## config.mk

```make
export PLATFORM = sky130hd
export DESIGN_NAME = uabw_core
export DESIGN_NICKNAME = d
export VERILOG_FILES = /design/src/design/uabw_pkg.sv /design/src/design/uabw_core.sv
export SDC_FILE = /design/constraint.sdc
export NUM_CORES = 1
export LEC_CHECK = 0
export BUFFER_PORTS_ARGS = -buffer_cell sky130_fd_sc_hd__clkbuf_2
export CAP_MARGIN = 20
export CELL_PAD_IN_SITES_DETAIL_PLACEMENT = 1
export CELL_PAD_IN_SITES_GLOBAL_PLACEMENT = 1
export CORE_ASPECT_RATIO = 1.75
export CORE_MARGIN = 8
export CORE_UTILIZATION = 45
export CTS_BUF_LIST = sky130_fd_sc_hd__clkbuf_4
export CTS_CLUSTER_DIAMETER = 120
export DETAILED_ROUTE_END_ITERATION = 6
export PLACE_DENSITY_LB_ADDON = 0.1
export SKIP_LAST_GASP = 1
export SYNTH_ARGS = -nofsm -noshare
export SYNTH_HDL_FRONTEND = slang
export SYNTH_SLANG_ARGS = --single-unit
```

## constraint.sdc

```tcl
create_clock -name mclk -period 6.1 [get_ports mclk]
set_input_delay 1.22 -clock mclk [delete_from_list [all_inputs] [get_ports mclk]]
set_output_delay 1.22 -clock mclk [all_outputs]
set_load 0.005 [all_outputs]
```

## src/design/uabw_pkg.sv

```systemverilog
package uabw_pkg;

  // register byte offsets on the axi4-lite slave
  localparam logic [7:0] OFS_BAUD_CTRL = 8'h00;
  localparam logic [7:0] OFS_RX_DATA = 8'h04;
  localparam logic [7:0] OFS_DIVISOR = 8'h08;
  localparam logic [7:0] OFS_MODE = 8'h0C;
  localparam logic [7:0] OFS_RX_FLAGS = 8'h10;
  localparam logic [7:0] OFS_EV_STATUS = 8'h14;
  localparam logic [7:0] OFS_EV_CLEAR = 8'h18;
  localparam logic [7:0] OFS_EV_ENABLE = 8'h1C;

  // baud_control_status field positions
  localparam int unsigned BC_OVF = 7;
  localparam int unsigned BC_IDLE = 6;
  localparam int unsigned BC_WUE = 1;
  localparam int unsigned BC_AUTOBAUD_ENABLE = 0;
  // mode register and receive flag register fields
  localparam int unsigned MODE_SYNC = 0;
  localparam int unsigned RXF_IRQ = 0;

  // event bits of status, clear and enable registers
  localparam int unsigned EV_W = 4;
  localparam int unsigned EV_RX = 0;
  localparam int unsigned EV_OVF = 1;
  localparam int unsigned EV_WAKE = 2;
  localparam int unsigned EV_ABD = 3;

  // axi responses
  localparam logic [1:0] RESP_OKAY = 2'h0;
  localparam logic [1:0] RESP_SLVERR = 2'h2;

  // reset values and counts
  localparam logic [15:0] DIV_RESET = 16'h0000;
  localparam logic [15:0] CNT_FULL = 16'hFFFF;
  localparam int unsigned ABD_SHIFT = 3;
  localparam logic [2:0] RISE_LAST = 3'h4;
  localparam logic [3:0] BIT_LAST = 4'h9;
  localparam logic [3:0] BIT_START = 4'h0;

  // receiver modes
  typedef enum logic [3:0] {
    ST_IDLE = 4'h1,
    ST_ABD = 4'h2,
    ST_WAKE = 4'h4,
    ST_RECV = 4'h8
  } uabw_mode_type;

  // axi4-lite master to slave
  typedef struct packed {
    logic [7:0] awaddr;
    logic awvalid;
    logic [31:0] wdata;
    logic [3:0] wstrb;
    logic wvalid;
    logic bready;
    logic [7:0] araddr;
    logic arvalid;
    logic rready;
  } uabw_axi_req_type;

  // axi4-lite slave to master
  typedef struct packed {
    logic awready;
    logic wready;
    logic [1:0] bresp;
    logic bvalid;
    logic arready;
    logic [31:0] rdata;
    logic [1:0] rresp;
    logic rvalid;
  } uabw_axi_rsp_type;

endpackage

```

## src/design/uabw_core.sv

```systemverilog
// The AXI4-Lite interface to the registers and the register offsets were decided locally.
`timescale 1ns/1ps
// Behaviour
// - overflow of the baud counter before fifth rising edge sets overflow flag
// - detection counter is 16 bits wide, overflow past all ones
// - counter overflow also sets the receive interrupt flag
// - after overflow the counter keeps counting until the fifth rising edge
// - idle flag reads zero during detection, set at the fifth rising edge
// - data read after overflow lets the fifth edge set receive flag again
// - detection cancelled early: later falling edges start ordinary reception
// - in sleep the baud generator stops, no ordinary reception happens
// - wake enable blocks ordinary reception and watches the line for wake
// - wake event is a falling edge on the receive line
// - wake on break works only in asynchronous mode
// - wake event raises the receive interrupt
// - reading the data register clears the wake interrupt condition
// - rising edge ending the break clears wake enable, receiver goes idle
// - non-zero character: first low time is the wake, rest is a fragment
module uabw_core (
  input wire logic mclk,
  input wire logic sys_rst,
  input wire logic mclk_en,
  input wire uabw_pkg::uabw_axi_req_type axi_in,
  output uabw_pkg::uabw_axi_rsp_type axi_out,
  input wire logic rx_pin,
  input wire logic sleep_mode,
  output logic irq
);

  typedef struct packed {
    uabw_pkg::uabw_mode_type mode;
    logic rx_meta;
    logic rx_sync;
    logic rx_prev;
    logic slp_meta;
    logic slp_sync;
    logic ovf;
    logic wake_on_break_enable;
    logic autobaud_enable;
    logic sync_mode;
    logic receive_irq_flag;
    logic [15:0] divisor;
    logic [7:0] rx_data;
    logic [7:0] shift;
    logic [15:0] timer;
    logic [3:0] bit_idx;
    logic abd_started;
    logic [2:0] rise_cnt;
    logic [15:0] abd_count;
    logic [uabw_pkg::EV_W-1:0] ev_status;
    logic [uabw_pkg::EV_W-1:0] ev_enable;
    logic bvalid;
    logic [1:0] bresp;
    logic rvalid;
    logic [1:0] rresp;
    logic [31:0] rdata;
  } uabw_state_type;

  uabw_state_type st;
  uabw_state_type next_st;
  logic wr_take;
  logic rd_take;
  logic rx_fall;
  logic rx_rise;
  logic run;
  logic idle_flag;

  // bus handshakes, frozen with the clock enable
  assign wr_take = mclk_en & axi_in.awvalid & axi_in.wvalid & ~st.bvalid;
  assign rd_take = mclk_en & axi_in.arvalid & ~st.rvalid;
  assign axi_out.awready = wr_take;
  assign axi_out.wready = wr_take;
  assign axi_out.bvalid = st.bvalid;
  assign axi_out.bresp = st.bresp;
  assign axi_out.arready = rd_take;
  assign axi_out.rvalid = st.rvalid;
  assign axi_out.rresp = st.rresp;
  assign axi_out.rdata = st.rdata;

  // line edges on the synchronised copy only
  assign rx_fall = st.rx_prev & ~st.rx_sync;
  assign rx_rise = ~st.rx_prev & st.rx_sync;
  assign run = ~st.slp_sync;
  assign idle_flag = (st.mode == uabw_pkg::ST_IDLE) | (st.mode == uabw_pkg::ST_WAKE);

  // one interrupt line from enabled sticky events
  assign irq = |(st.ev_status & st.ev_enable);

  // next state
  always_comb begin
    logic [uabw_pkg::EV_W-1:0] ev;
    logic [uabw_pkg::EV_W-1:0] ev_clr;
    ev = '0;
    ev_clr = '0;
    next_st = st;
    next_st.rx_meta = rx_pin;
    next_st.rx_sync = st.rx_meta;
    next_st.rx_prev = st.rx_sync;
    next_st.slp_meta = sleep_mode;
    next_st.slp_sync = st.slp_meta;

    // write channel: both address and data taken together
    if (st.bvalid & axi_in.bready) begin
      next_st.bvalid = 1'b0;
    end
    if (wr_take) begin
      next_st.bvalid = 1'b1;
      next_st.bresp = uabw_pkg::RESP_OKAY;
      unique case (axi_in.awaddr)
        uabw_pkg::OFS_BAUD_CTRL: begin
          if (axi_in.wstrb[0]) begin
            next_st.wake_on_break_enable = axi_in.wdata[uabw_pkg::BC_WUE];
            next_st.autobaud_enable = axi_in.wdata[uabw_pkg::BC_AUTOBAUD_ENABLE];
            if (!axi_in.wdata[uabw_pkg::BC_OVF]) begin
              next_st.ovf = 1'b0;
            end
          end
        end
        uabw_pkg::OFS_DIVISOR: begin
          if (axi_in.wstrb[0]) begin
            next_st.divisor[7:0] = axi_in.wdata[7:0];
          end
          if (axi_in.wstrb[1]) begin
            next_st.divisor[15:8] = axi_in.wdata[15:8];
          end
        end
        uabw_pkg::OFS_MODE: begin
          if (axi_in.wstrb[0]) begin
            next_st.sync_mode = axi_in.wdata[uabw_pkg::MODE_SYNC];
          end
        end
        uabw_pkg::OFS_EV_CLEAR: begin
          if (axi_in.wstrb[0]) begin
            ev_clr = axi_in.wdata[uabw_pkg::EV_W-1:0];
          end
        end
        uabw_pkg::OFS_EV_ENABLE: begin
          if (axi_in.wstrb[0]) begin
            next_st.ev_enable = axi_in.wdata[uabw_pkg::EV_W-1:0];
          end
        end
        uabw_pkg::OFS_RX_DATA, uabw_pkg::OFS_RX_FLAGS, uabw_pkg::OFS_EV_STATUS: begin
          next_st.bresp = uabw_pkg::RESP_OKAY; // read-only, write ignored
        end
        default: begin
          next_st.bresp = uabw_pkg::RESP_SLVERR;
        end
      endcase
    end

    // read channel, data registered
    if (st.rvalid & axi_in.rready) begin
      next_st.rvalid = 1'b0;
    end
    if (rd_take) begin
      next_st.rvalid = 1'b1;
      next_st.rresp = uabw_pkg::RESP_OKAY;
      next_st.rdata = 32'h0000_0000;
      unique case (axi_in.araddr)
        uabw_pkg::OFS_BAUD_CTRL: begin
          next_st.rdata[uabw_pkg::BC_OVF] = st.ovf;
          next_st.rdata[uabw_pkg::BC_IDLE] = idle_flag;
          next_st.rdata[uabw_pkg::BC_WUE] = st.wake_on_break_enable;
          next_st.rdata[uabw_pkg::BC_AUTOBAUD_ENABLE] = st.autobaud_enable;
        end
        uabw_pkg::OFS_RX_DATA: begin
          next_st.rdata[7:0] = st.rx_data;
          next_st.receive_irq_flag = 1'b0;
        end
        uabw_pkg::OFS_DIVISOR: begin
          next_st.rdata[15:0] = st.divisor;
        end
        uabw_pkg::OFS_MODE: begin
          next_st.rdata[uabw_pkg::MODE_SYNC] = st.sync_mode;
        end
        uabw_pkg::OFS_RX_FLAGS: begin
          next_st.rdata[uabw_pkg::RXF_IRQ] = st.receive_irq_flag;
        end
        uabw_pkg::OFS_EV_STATUS: begin
          next_st.rdata[uabw_pkg::EV_W-1:0] = st.ev_status;
        end
        uabw_pkg::OFS_EV_ENABLE: begin
          next_st.rdata[uabw_pkg::EV_W-1:0] = st.ev_enable;
        end
        uabw_pkg::OFS_EV_CLEAR: begin
          next_st.rdata = 32'h0000_0000; // write-only, reads zero
        end
        default: begin
          next_st.rresp = uabw_pkg::RESP_SLVERR;
        end
      endcase
    end

    // receiver modes; hardware sets come after software clears
    unique case (st.mode)
      uabw_pkg::ST_IDLE: begin
        if (st.wake_on_break_enable & ~st.sync_mode) begin
          next_st.mode = uabw_pkg::ST_WAKE;
        end else if (st.autobaud_enable & ~st.sync_mode & run) begin
          next_st.mode = uabw_pkg::ST_ABD;
          next_st.abd_started = 1'b0;
          next_st.rise_cnt = 3'h0;
          next_st.abd_count = 16'h0000;
        end else if (rx_fall & run & ~st.wake_on_break_enable) begin
          next_st.mode = uabw_pkg::ST_RECV;
          next_st.timer = {1'b0, st.divisor[15:1]};
          next_st.bit_idx = uabw_pkg::BIT_START;
        end
      end
      uabw_pkg::ST_WAKE: begin
        if (~st.wake_on_break_enable | st.sync_mode) begin
          next_st.mode = uabw_pkg::ST_IDLE;
        end else if (rx_fall) begin
          next_st.receive_irq_flag = 1'b1;
          ev[uabw_pkg::EV_WAKE] = 1'b1;
        end else if (rx_rise) begin
          next_st.wake_on_break_enable = 1'b0;
          next_st.mode = uabw_pkg::ST_IDLE;
        end
      end
      uabw_pkg::ST_ABD: begin
        if (~st.autobaud_enable) begin
          next_st.mode = uabw_pkg::ST_IDLE;
        end else if (run) begin
          if (!st.abd_started) begin
            next_st.abd_started = rx_fall;
          end else begin
            next_st.abd_count = st.abd_count + 16'h0001;
            if (st.abd_count == uabw_pkg::CNT_FULL) begin
              next_st.ovf = 1'b1;
              next_st.receive_irq_flag = 1'b1;
              ev[uabw_pkg::EV_OVF] = 1'b1;
            end
            if (rx_rise) begin
              if (st.rise_cnt == uabw_pkg::RISE_LAST) begin
                next_st.divisor = st.abd_count >> uabw_pkg::ABD_SHIFT;
                next_st.autobaud_enable = 1'b0;
                next_st.receive_irq_flag = 1'b1;
                next_st.mode = uabw_pkg::ST_IDLE;
                ev[uabw_pkg::EV_ABD] = 1'b1;
              end else begin
                next_st.rise_cnt = st.rise_cnt + 3'h1;
              end
            end
          end
        end
      end
      uabw_pkg::ST_RECV: begin
        if (~run | st.wake_on_break_enable) begin
          next_st.mode = uabw_pkg::ST_IDLE;
        end else if (st.timer != 16'h0000) begin
          next_st.timer = st.timer - 16'h0001;
        end else begin
          next_st.timer = st.divisor;
          next_st.bit_idx = st.bit_idx + 4'h1;
          if (st.bit_idx == uabw_pkg::BIT_START) begin
            if (st.rx_sync) begin
              next_st.mode = uabw_pkg::ST_IDLE; // glitch, no start bit
            end
          end else if (st.bit_idx == uabw_pkg::BIT_LAST) begin
            next_st.rx_data = st.shift;
            next_st.receive_irq_flag = 1'b1;
            ev[uabw_pkg::EV_RX] = 1'b1;
            next_st.mode = uabw_pkg::ST_IDLE;
          end else begin
            next_st.shift = {st.rx_sync, st.shift[7:1]};
          end
        end
      end
      default: begin
        next_st.mode = uabw_pkg::ST_IDLE;
      end
    endcase

    // sticky events: a set in the clear cycle wins
    next_st.ev_status = (st.ev_status & ~ev_clr) | ev;
  end

  // state register, frozen while the clock enable is low
  always_ff @(posedge mclk) begin
    if (sys_rst) begin
      st <= '{mode: uabw_pkg::ST_IDLE, rx_meta: 1'b1, rx_sync: 1'b1, rx_prev: 1'b1,
              divisor: uabw_pkg::DIV_RESET, bresp: uabw_pkg::RESP_OKAY,
              rresp: uabw_pkg::RESP_OKAY, default: '0};
    end else if (mclk_en) begin
      st <= next_st;
    end
  end

endmodule

```

---- After elaboration in Yosys (flattened, before gate mapping) ----
Index checks and enable logic that the tools add are counted.
word-level totals
  output and inout bits ................... 42
  word-level logic and storage cells ...... 236
  bits in registers ....................... 116
  input port bits ......................... 62
operators by class
  reductions and logical operators ........ 25
  multiplexer cells ....................... 107
  add/subtract/negate cells ............... 4
  bitwise logic cells ..................... 32
  equal/unequal tests ..................... 42
operator list
  cell                     number
  $mux W20                 6
  $mux W17                 5
  $mux W4                  21
  $pmux W20 S2             2
  $eq A8 B5 Y1 const B     8
  $mux W16                 4
  $mux W1                  49
  $mux W40                 1
  $mux W35                 1
  $eq A8 B4 Y1 const B     4
  $mux W8                  3
  $reduce_and A6 Y1        4
  $mux W19                 1
  $ne A2 B2 Y1 const B     9
  $add A16 B1 Y16 const B  1
  $eq A16 B16 Y1 const B   1
  $eq A8 B3 Y1 const B     2
  $logic_not A8 Y1         2
  $pmux W4 S4              1
  $reduce_bool A16 Y1      1
  $reduce_or A8 Y1         2
  $sub A16 B1 Y16 const B  1
  $mux W3                  5
  $ne A3 B3 Y1 const B     5
  other kinds (32)         71

---- Logic depth before layout (Yosys ltp) ----
Gate-level depths: netlist of run 1.
  depth in word-level cells ............... 10
  gate-level depth with buffers ........... 9
  gate-level depth less buffers ........... 7

---- Worst setup path after synthesis of run 1 ----
Ideal clock, no wire load.
  path type ............................... input to output
  start ................................... input axi_in[1] (netlist bit)
  end ..................................... output axi_out[35] (netlist bit)
  buffers on the path ..................... 3
  slack ................................... 2.667 ns
  required time ........................... 4.880 ns
  cell stages on the path ................. 6
  arrival time ............................ 2.213 ns
  path through ............................ nand2_1 or2_2 clkbuf_1 inv_1 clkbuf_1 buf_4
RTL lines
  what             RTL line         text
  start, declared  uabw_core.sv:23  input wire uabw_pkg::uabw_axi_req_type axi_in,
  end, declared    uabw_core.sv:24  output uabw_pkg::uabw_axi_rsp_type axi_out,

==> flow_metrics.tcl, run 1 <==
set metrics [dict create \
    cts.reportedPaths.clkPinSlew_ns 0.10 \
    leakage_uw 0.002430 \
    cts_num_sinks 114 \
    tritoncts.num_buffers 17 \
    count_of_flip_flops_with_a_built_in_enable_after_synthesis 0 \
    number_of_antenna_violations_at_the_first_check_in_global_routing 1 \
    crit_type "primary input to output pin" \
    synth_cell_types 62 \
    drtIter0Drc 237 \
    synth.mux.area_fraction_pct 6.543 \
    drt_wl_cell_um 19.99 \
    post_route_cells_drive_above_1_share_pct 15.53 \
    root_cell_of_the_clock_tree "sky130_fd_sc_hd__clkbuf_4" \
    timing.hold.worst.class "flip-flop to flip-flop" \
    detailed_place.area_mm2 0.006300 \
    cts-hold-fix-buffers 0 \
    area_growth_syn_to_layout_pct 6.401 \
    synth-simple-area-share_pct 23.90 \
    synth.ff_latch_count 114 \
    vias 5691 \
    endpoint_kind "output pin" \
    synth_top_family_by_area "simple AND/OR/NAND/NOR gates" \
    timing.critical_path.arrival_ns 2.82 \
    synthesis.area_mm2 0.006157 \
    timing.max_slew.rel_slack_pct 24.93 \
    gr-total-overflow 0 \
    drv.max_cap_violation_count 0 \
    postSynth.asyncResetShare_pct 0 \
    max_freq_mhz 247.6 \
    die_area_mm2 0.01783 \
    ys.flop_type "sky130_fd_sc_hd__dfxtp_1" \
    floorplan.die.width_um 104.4 \
    port-buffer-count 67 \
    yosysSeqAreaShare_pct 37.07 \
    rows 56 \
    boundaryPins 104 \
    start_kind "primary input" \
    core_area_mm2 0.01338 \
    finish.instance_area_mm2 0.006551 \
    h-tree-depth 4 \
    gp_routability_congestion 0.8426 \
    via_per_inst 5.965 \
    drt_pass1_iterations 4 \
    route.detailed.drc 0 \
    setup_total_negative_slack_ns 0 \
    rsz0062_at_grt "false" \
    commonest_non_fill_non_tap_cell_in_the_layout "sky130_fd_sc_hd__dfxtp_1" \
    drt.antenna.violating_nets 0 \
    initial_utilization_pct 46.01 \
    yosys_warnings 0 \
    finish.net_count 836 \
    dp_hpwl_um 14310 \
    grt_first_pass_wirelength_um 30640 \
    layout_worst_path_cycle_share_pct 66.20 \
    postCtsSetupRepairBufs 0 \
    timing.critical_path.fanout_max 23 \
    fin_clk_skew_ns 0.02605 \
    postSynthCellCount 750 \
    powerDensity_mw_per_mm2 237.1 \
    mostFrequentLayoutCells "sky130_fd_sc_hd__dfxtp_1, sky130_fd_sc_hd__nor2_1, sky130_fd_sc_hd__clkbuf_2, sky130_fd_sc_hd__nand2_1, sky130_fd_sc_hd__a21oi_1" \
    max-clock-path-buffers 2 \
    cts_tree "done" \
    setup_viol_count_final 0 \
    grt_max_degree 92 \
    finalCriticalPeriod_ns 4.038 \
    outcome "complete, no violations" \
    timing_hold_violations_final 0 \
    fin_util_pct 48.95 \
    timing.critical_path.required_ns 4.88 \
    synth.avg_cell_area_um2 8.210 \
    max_vdd_drop_mv 0.1106 \
    grtUsageTotal_pct 21.39 \
    synth_adder_area_share_pct 1.422 \
    timing_max_transition_violations_final 0 \
    die_y_um 170.7 \
    vias_in_the_first_global_route 6012 \
    synth_compound_area_share_pct 18.90 \
    worst_slew_pin_slew_ns 1.116 \
    drt-total-wl_um 19070 \
    synthXorXnorAreaFrac_pct 2.845 \
    postCtsResizedCells 0 \
    worst_skew_pair.late_latency_ns 0.54 \
]
## routing by layer
metal	GRT usage, %	vias up	routed length, um
met5	0	-	0
met4	10.51	0	648
met3	4.633	45	685
met2	39.74	138	10200
met1	22.13	2788	7533
li1	-	2720	-
## sequential cells by signal (all words and copies together), names as in the netlist
signal / count
next_st: 3
st: 91
axi_out: 20
## through the flow
stage	hold slack, ns	worst slack [ns]	power, uW	cells
6_report	0.4607	2.062	1554	954
5_1_grt	0.4920	1.929	1631	954
4_1_cts	0.4665	2.053	1565	952
3_5_place_dp	0.4521	2.063	1056	921
3_3_place_gp	0.4414	2.089	1050	921
2_1_floorplan	0.4323	2.667	986.8	767
## worst max-delay path: stages
cell and delay, ns:
sky130_fd_sc_hd__clkbuf_2 0.46, sky130_fd_sc_hd__nand2_1 0.09, sky130_fd_sc_hd__or2_2 0.48, sky130_fd_sc_hd__inv_1 0.37, sky130_fd_sc_hd__clkbuf_2 0.19
## worst paths after layout
check	to	slack, ns	cells past startpoint	startpoint
max	axi_out[35]	2.06	5	mclk_en
min	axi_out[10]	0.46	2	axi_out[10]
max reg2reg	st[73]	2.89	7	st[71]
min reg2reg	axi_out[10]	0.46	2	axi_out[10]
## where the power goes
group	leakage (uW)	internal [uW]	switching (uW)	total, uW
clock network	0.000120	196	315	511
registers	0.000921	757	16.3	773
logic	0.00139	81.5	188	269
## area by class of cell
type,count,area (um^2)
clock buffers,17,127.6
repair buffers,71,362.8
diodes,1,2.502
flip-flops and latches,114,2282
well taps,174,217.7
inverters,18,67.56
multi-input cells,545,3374
clock inverters,14,116.4
fillers,1672,6832
## cells by family (layout without fill, tap and decap cells)
logic type / Yosys count / in the layout
other: 1 / 19
xor gates and xnor gates: 20 / 20
AOI/OAI and AO/OA: 167 / 167
adders and majority gates: 7 / 7
DFF: 114 / 114
and+or+nand+nor: 293 / 293
buffers and inverters: 108 / 120
muxes: 40 / 40
## cell usage after synthesis (all sizes together) (4+ instances only)
library cell,count,area [um^2]
a311oi,14,122.6
and2,4,25.02
or3,9,56.30
nand2,57,214.0
nand4,14,87.58
xnor2,12,105.1
nand3,29,145.1
a22o,5,43.79
inv,18,67.56
o211ai,10,75.07
clkbuf,43,161.4
nor3,30,150.1
nand2b,5,31.28
a31oi,4,25.02
xor2,8,70.07
nor2,84,315.3
nor4,15,93.84
mux2i,38,380.4
ha,7,87.58
o22ai,6,37.54
nor2b,5,31.28
a211o,6,52.55
or4,9,67.56
a22oi,18,135.1
nand3b,4,30.03
o21ai,32,160.1
dfxtp,114,2282
buf,47,341.6
o221a,8,90.09
a21oi,40,200.2
or4b,4,40.04
or2,4,25.03
and3,6,37.54
No activity file was read; power rests on OpenSTA's default activity.
==> run 2, diff against run 1 <==
CORE_UTILIZATION = 39   (was 45)
clock period = 3.42 ns   (was 6.1 ns; I/O delays follow)
==> run 2 against run 1 <==
Cell count increased by 3.6%. Highest routed layer unchanged. Largest cell class unchanged. Global-route usage decreased by 1.7 points. Sequential cell count unchanged. Count of clock-buffer cells in the layout increased by 1. Non-clock buffer count increased by 18. Sequential share of layout area decreased by 1.2 points. Cell area increased by 3.4%.
==> flow_metrics.tcl, run 2 (synthesized netlist as in run 1, its figures left out) <==
set metrics [dict create \
    outcome "complete, no violations" \
    worst_hold_slack_ns 0.3703 \
    grt_first_pass_wirelength_um 32330 \
    critical_path.slowest_cell "sky130_fd_sc_hd__or4b_1" \
    max_flop_register "st" \
    route.detailed.drc 0 \
    rsz0062_at_grt "false" \
    sw_frac_of_total_pct 31.44 \
    max-clock-path-buffers 2 \
    postCtsResizedCells 0 \
    fin_clk_skew_ns 0.02386 \
    port-buffer-count 67 \
    drt-total-wl_um 19690 \
    worst_skew_pair.late_latency_ns 0.53 \
    die_y_um 182.2 \
    setup_viol_count_final 0 \
    postCtsSetupRepairBufs 0 \
    timing.critical_path.arrival_ns 3.43 \
    placedCellCount 955 \
    timing.critical_path.required_ns 3.89 \
    filler_free_cell_count_of_the_finished_design 988 \
    powerDensity_mw_per_mm2 439.8 \
    gp_routability_congestion 0.8364 \
    setup_total_negative_slack_ns 0 \
    max_freq_mhz 337.9 \
    timing.max_slew.rel_slack_pct 55.99 \
    core_area_mm2 0.01565 \
    cts.reportedPaths.clkPinSlew_ns 0.12 \
    finalCriticalPeriod_ns 2.959 \
    timing.hold.worst.class "primary input to flip-flop" \
    drv.max_cap_violation_count 0 \
    layout_worst_path_cycle_share_pct 86.53 \
    drt.antenna.violating_nets 0 \
    die_area_mm2 0.02022 \
    cts-hold-fix-buffers 0 \
    drtIter0Drc 219 \
    timing_max_transition_violations_final 0 \
    initial_utilization_pct 39.35 \
    boundaryPins 104 \
    gr-total-overflow 0 \
    number_of_antenna_violations_at_the_first_check_in_global_routing 1 \
    multi_input_comb_area_mm2 0.003374 \
    vias 5730 \
    h-tree-depth 4 \
    intPower_uw 2043 \
    root_cell_of_the_clock_tree "sky130_fd_sc_hd__clkbuf_4" \
    cts_tree "done" \
    tritoncts.num_buffers 17 \
    area_growth_syn_to_layout_pct 10.06 \
    p_sw_uw 936.8 \
    number_of_flip_flops_in_the_largest_register 91 \
    crit_type "flip-flop to flip-flop" \
    vias_in_the_first_global_route 6214 \
    floorplan.die.width_um 111.0 \
    post_route_cells_drive_above_1_share_pct 17.29 \
    filler_cell_count 1910 \
    rows 61 \
    timing_hold_violations_final 0 \
    pwr-share-seq_pct 46.3 \
    fin_util_pct 43.31 \
    max_vdd_drop_mv 0.1748 \
    power.share.clock_pct 35.9 \
    cpPeakStageDelay_ns 0.74 \
    timing.critical_path.fanout_max 12 \
    start_kind "flip-flop" \
    grt_max_degree 76 \
    seq_area_mm2 0.002282 \
    via_per_inst 5.800 \
    grtUsageTotal_pct 19.64 \
    drt_wl_cell_um 19.93 \
    finish.net_count 854 \
    total_chip_power_uw 2980 \
    dp_hpwl_um 15020 \
    crit_chain "or4b_1 -> o32a_4 -> or4_1 -> or3_1 -> a21oi_1" \
    commonest_non_fill_non_tap_cell_in_the_layout "sky130_fd_sc_hd__dfxtp_1" \
    worst_slew_pin_slew_ns 0.6541 \
    cts_num_sinks 114 \
    leakage_uw 0.002548 \
    drt_pass1_iterations 4 \
    endpoint_kind "flip-flop" \
    power.share.combinational_pct 17.8 \
    mostFrequentLayoutCells "sky130_fd_sc_hd__dfxtp_1, sky130_fd_sc_hd__nor2_1, sky130_fd_sc_hd__clkbuf_2, sky130_fd_sc_hd__nand2_1, sky130_fd_sc_hd__a21oi_1" \
]
run 2: final cells by class:
cell class	instances	share of cell area [%]
Multi-Input combinational cell	545	49.80
Clock inverter	14	2.437
Inverter	18	0.9970
Clock buffer	18	1.994
Sequential cell	114	33.68
Tap cell	189	3.490
Timing Repair Buffer	89	7.570
Antenna cell	1	0.03693
run 2: per-stage QoR:
step	cell area, um^2	worst slack, ns
finish	6777	0.4607
CTS	6774	0.4422
global placement	6474	0.5349
detailed placement	6474	0.4622
floorplan	6221	0.8407
global route	6777	0.2690
run 2: worst max-delay path: cells and delay by family, from the launching register on:
family          cells  cell delay (ns)
compound gates      2             0.61
flops               1             0.45
simple gates        3             1.85
run 2: final timing paths:
check / slack (ns) / start / depth (start not counted) / endpoint
max: 0.46 / st[131] / 5 / st[61]
min: 0.37 / rx_pin / 3 / next_st[126]
max reg2reg: 0.46 / st[131] / 5 / st[61]
min reg2reg: 0.46 / axi_out[8] / 2 / axi_out[8]
run 2: power groups by stage:
| stage | Sequential (uW) | Combinational (uW) | Clock (uW) |
|---|---|---|---|
| 3_5_place_dp | 1410 | 529 | 0 |
| 6_report | 1380 | 531 | 1070 |
| 3_3_place_gp | 1410 | 519 | 0 |
| 4_1_cts | 1380 | 532 | 1110 |
| 2_1_floorplan | 1400 | 362 | 0 |
| 5_1_grt | 1380 | 580 | 1160 |
run 2: layer usage:
metal	GRT usage, %	wire length [um]
met3	4.076	731
met2	35.73	10440
met4	9.674	619
met1	20.88	7898
met5	0	0
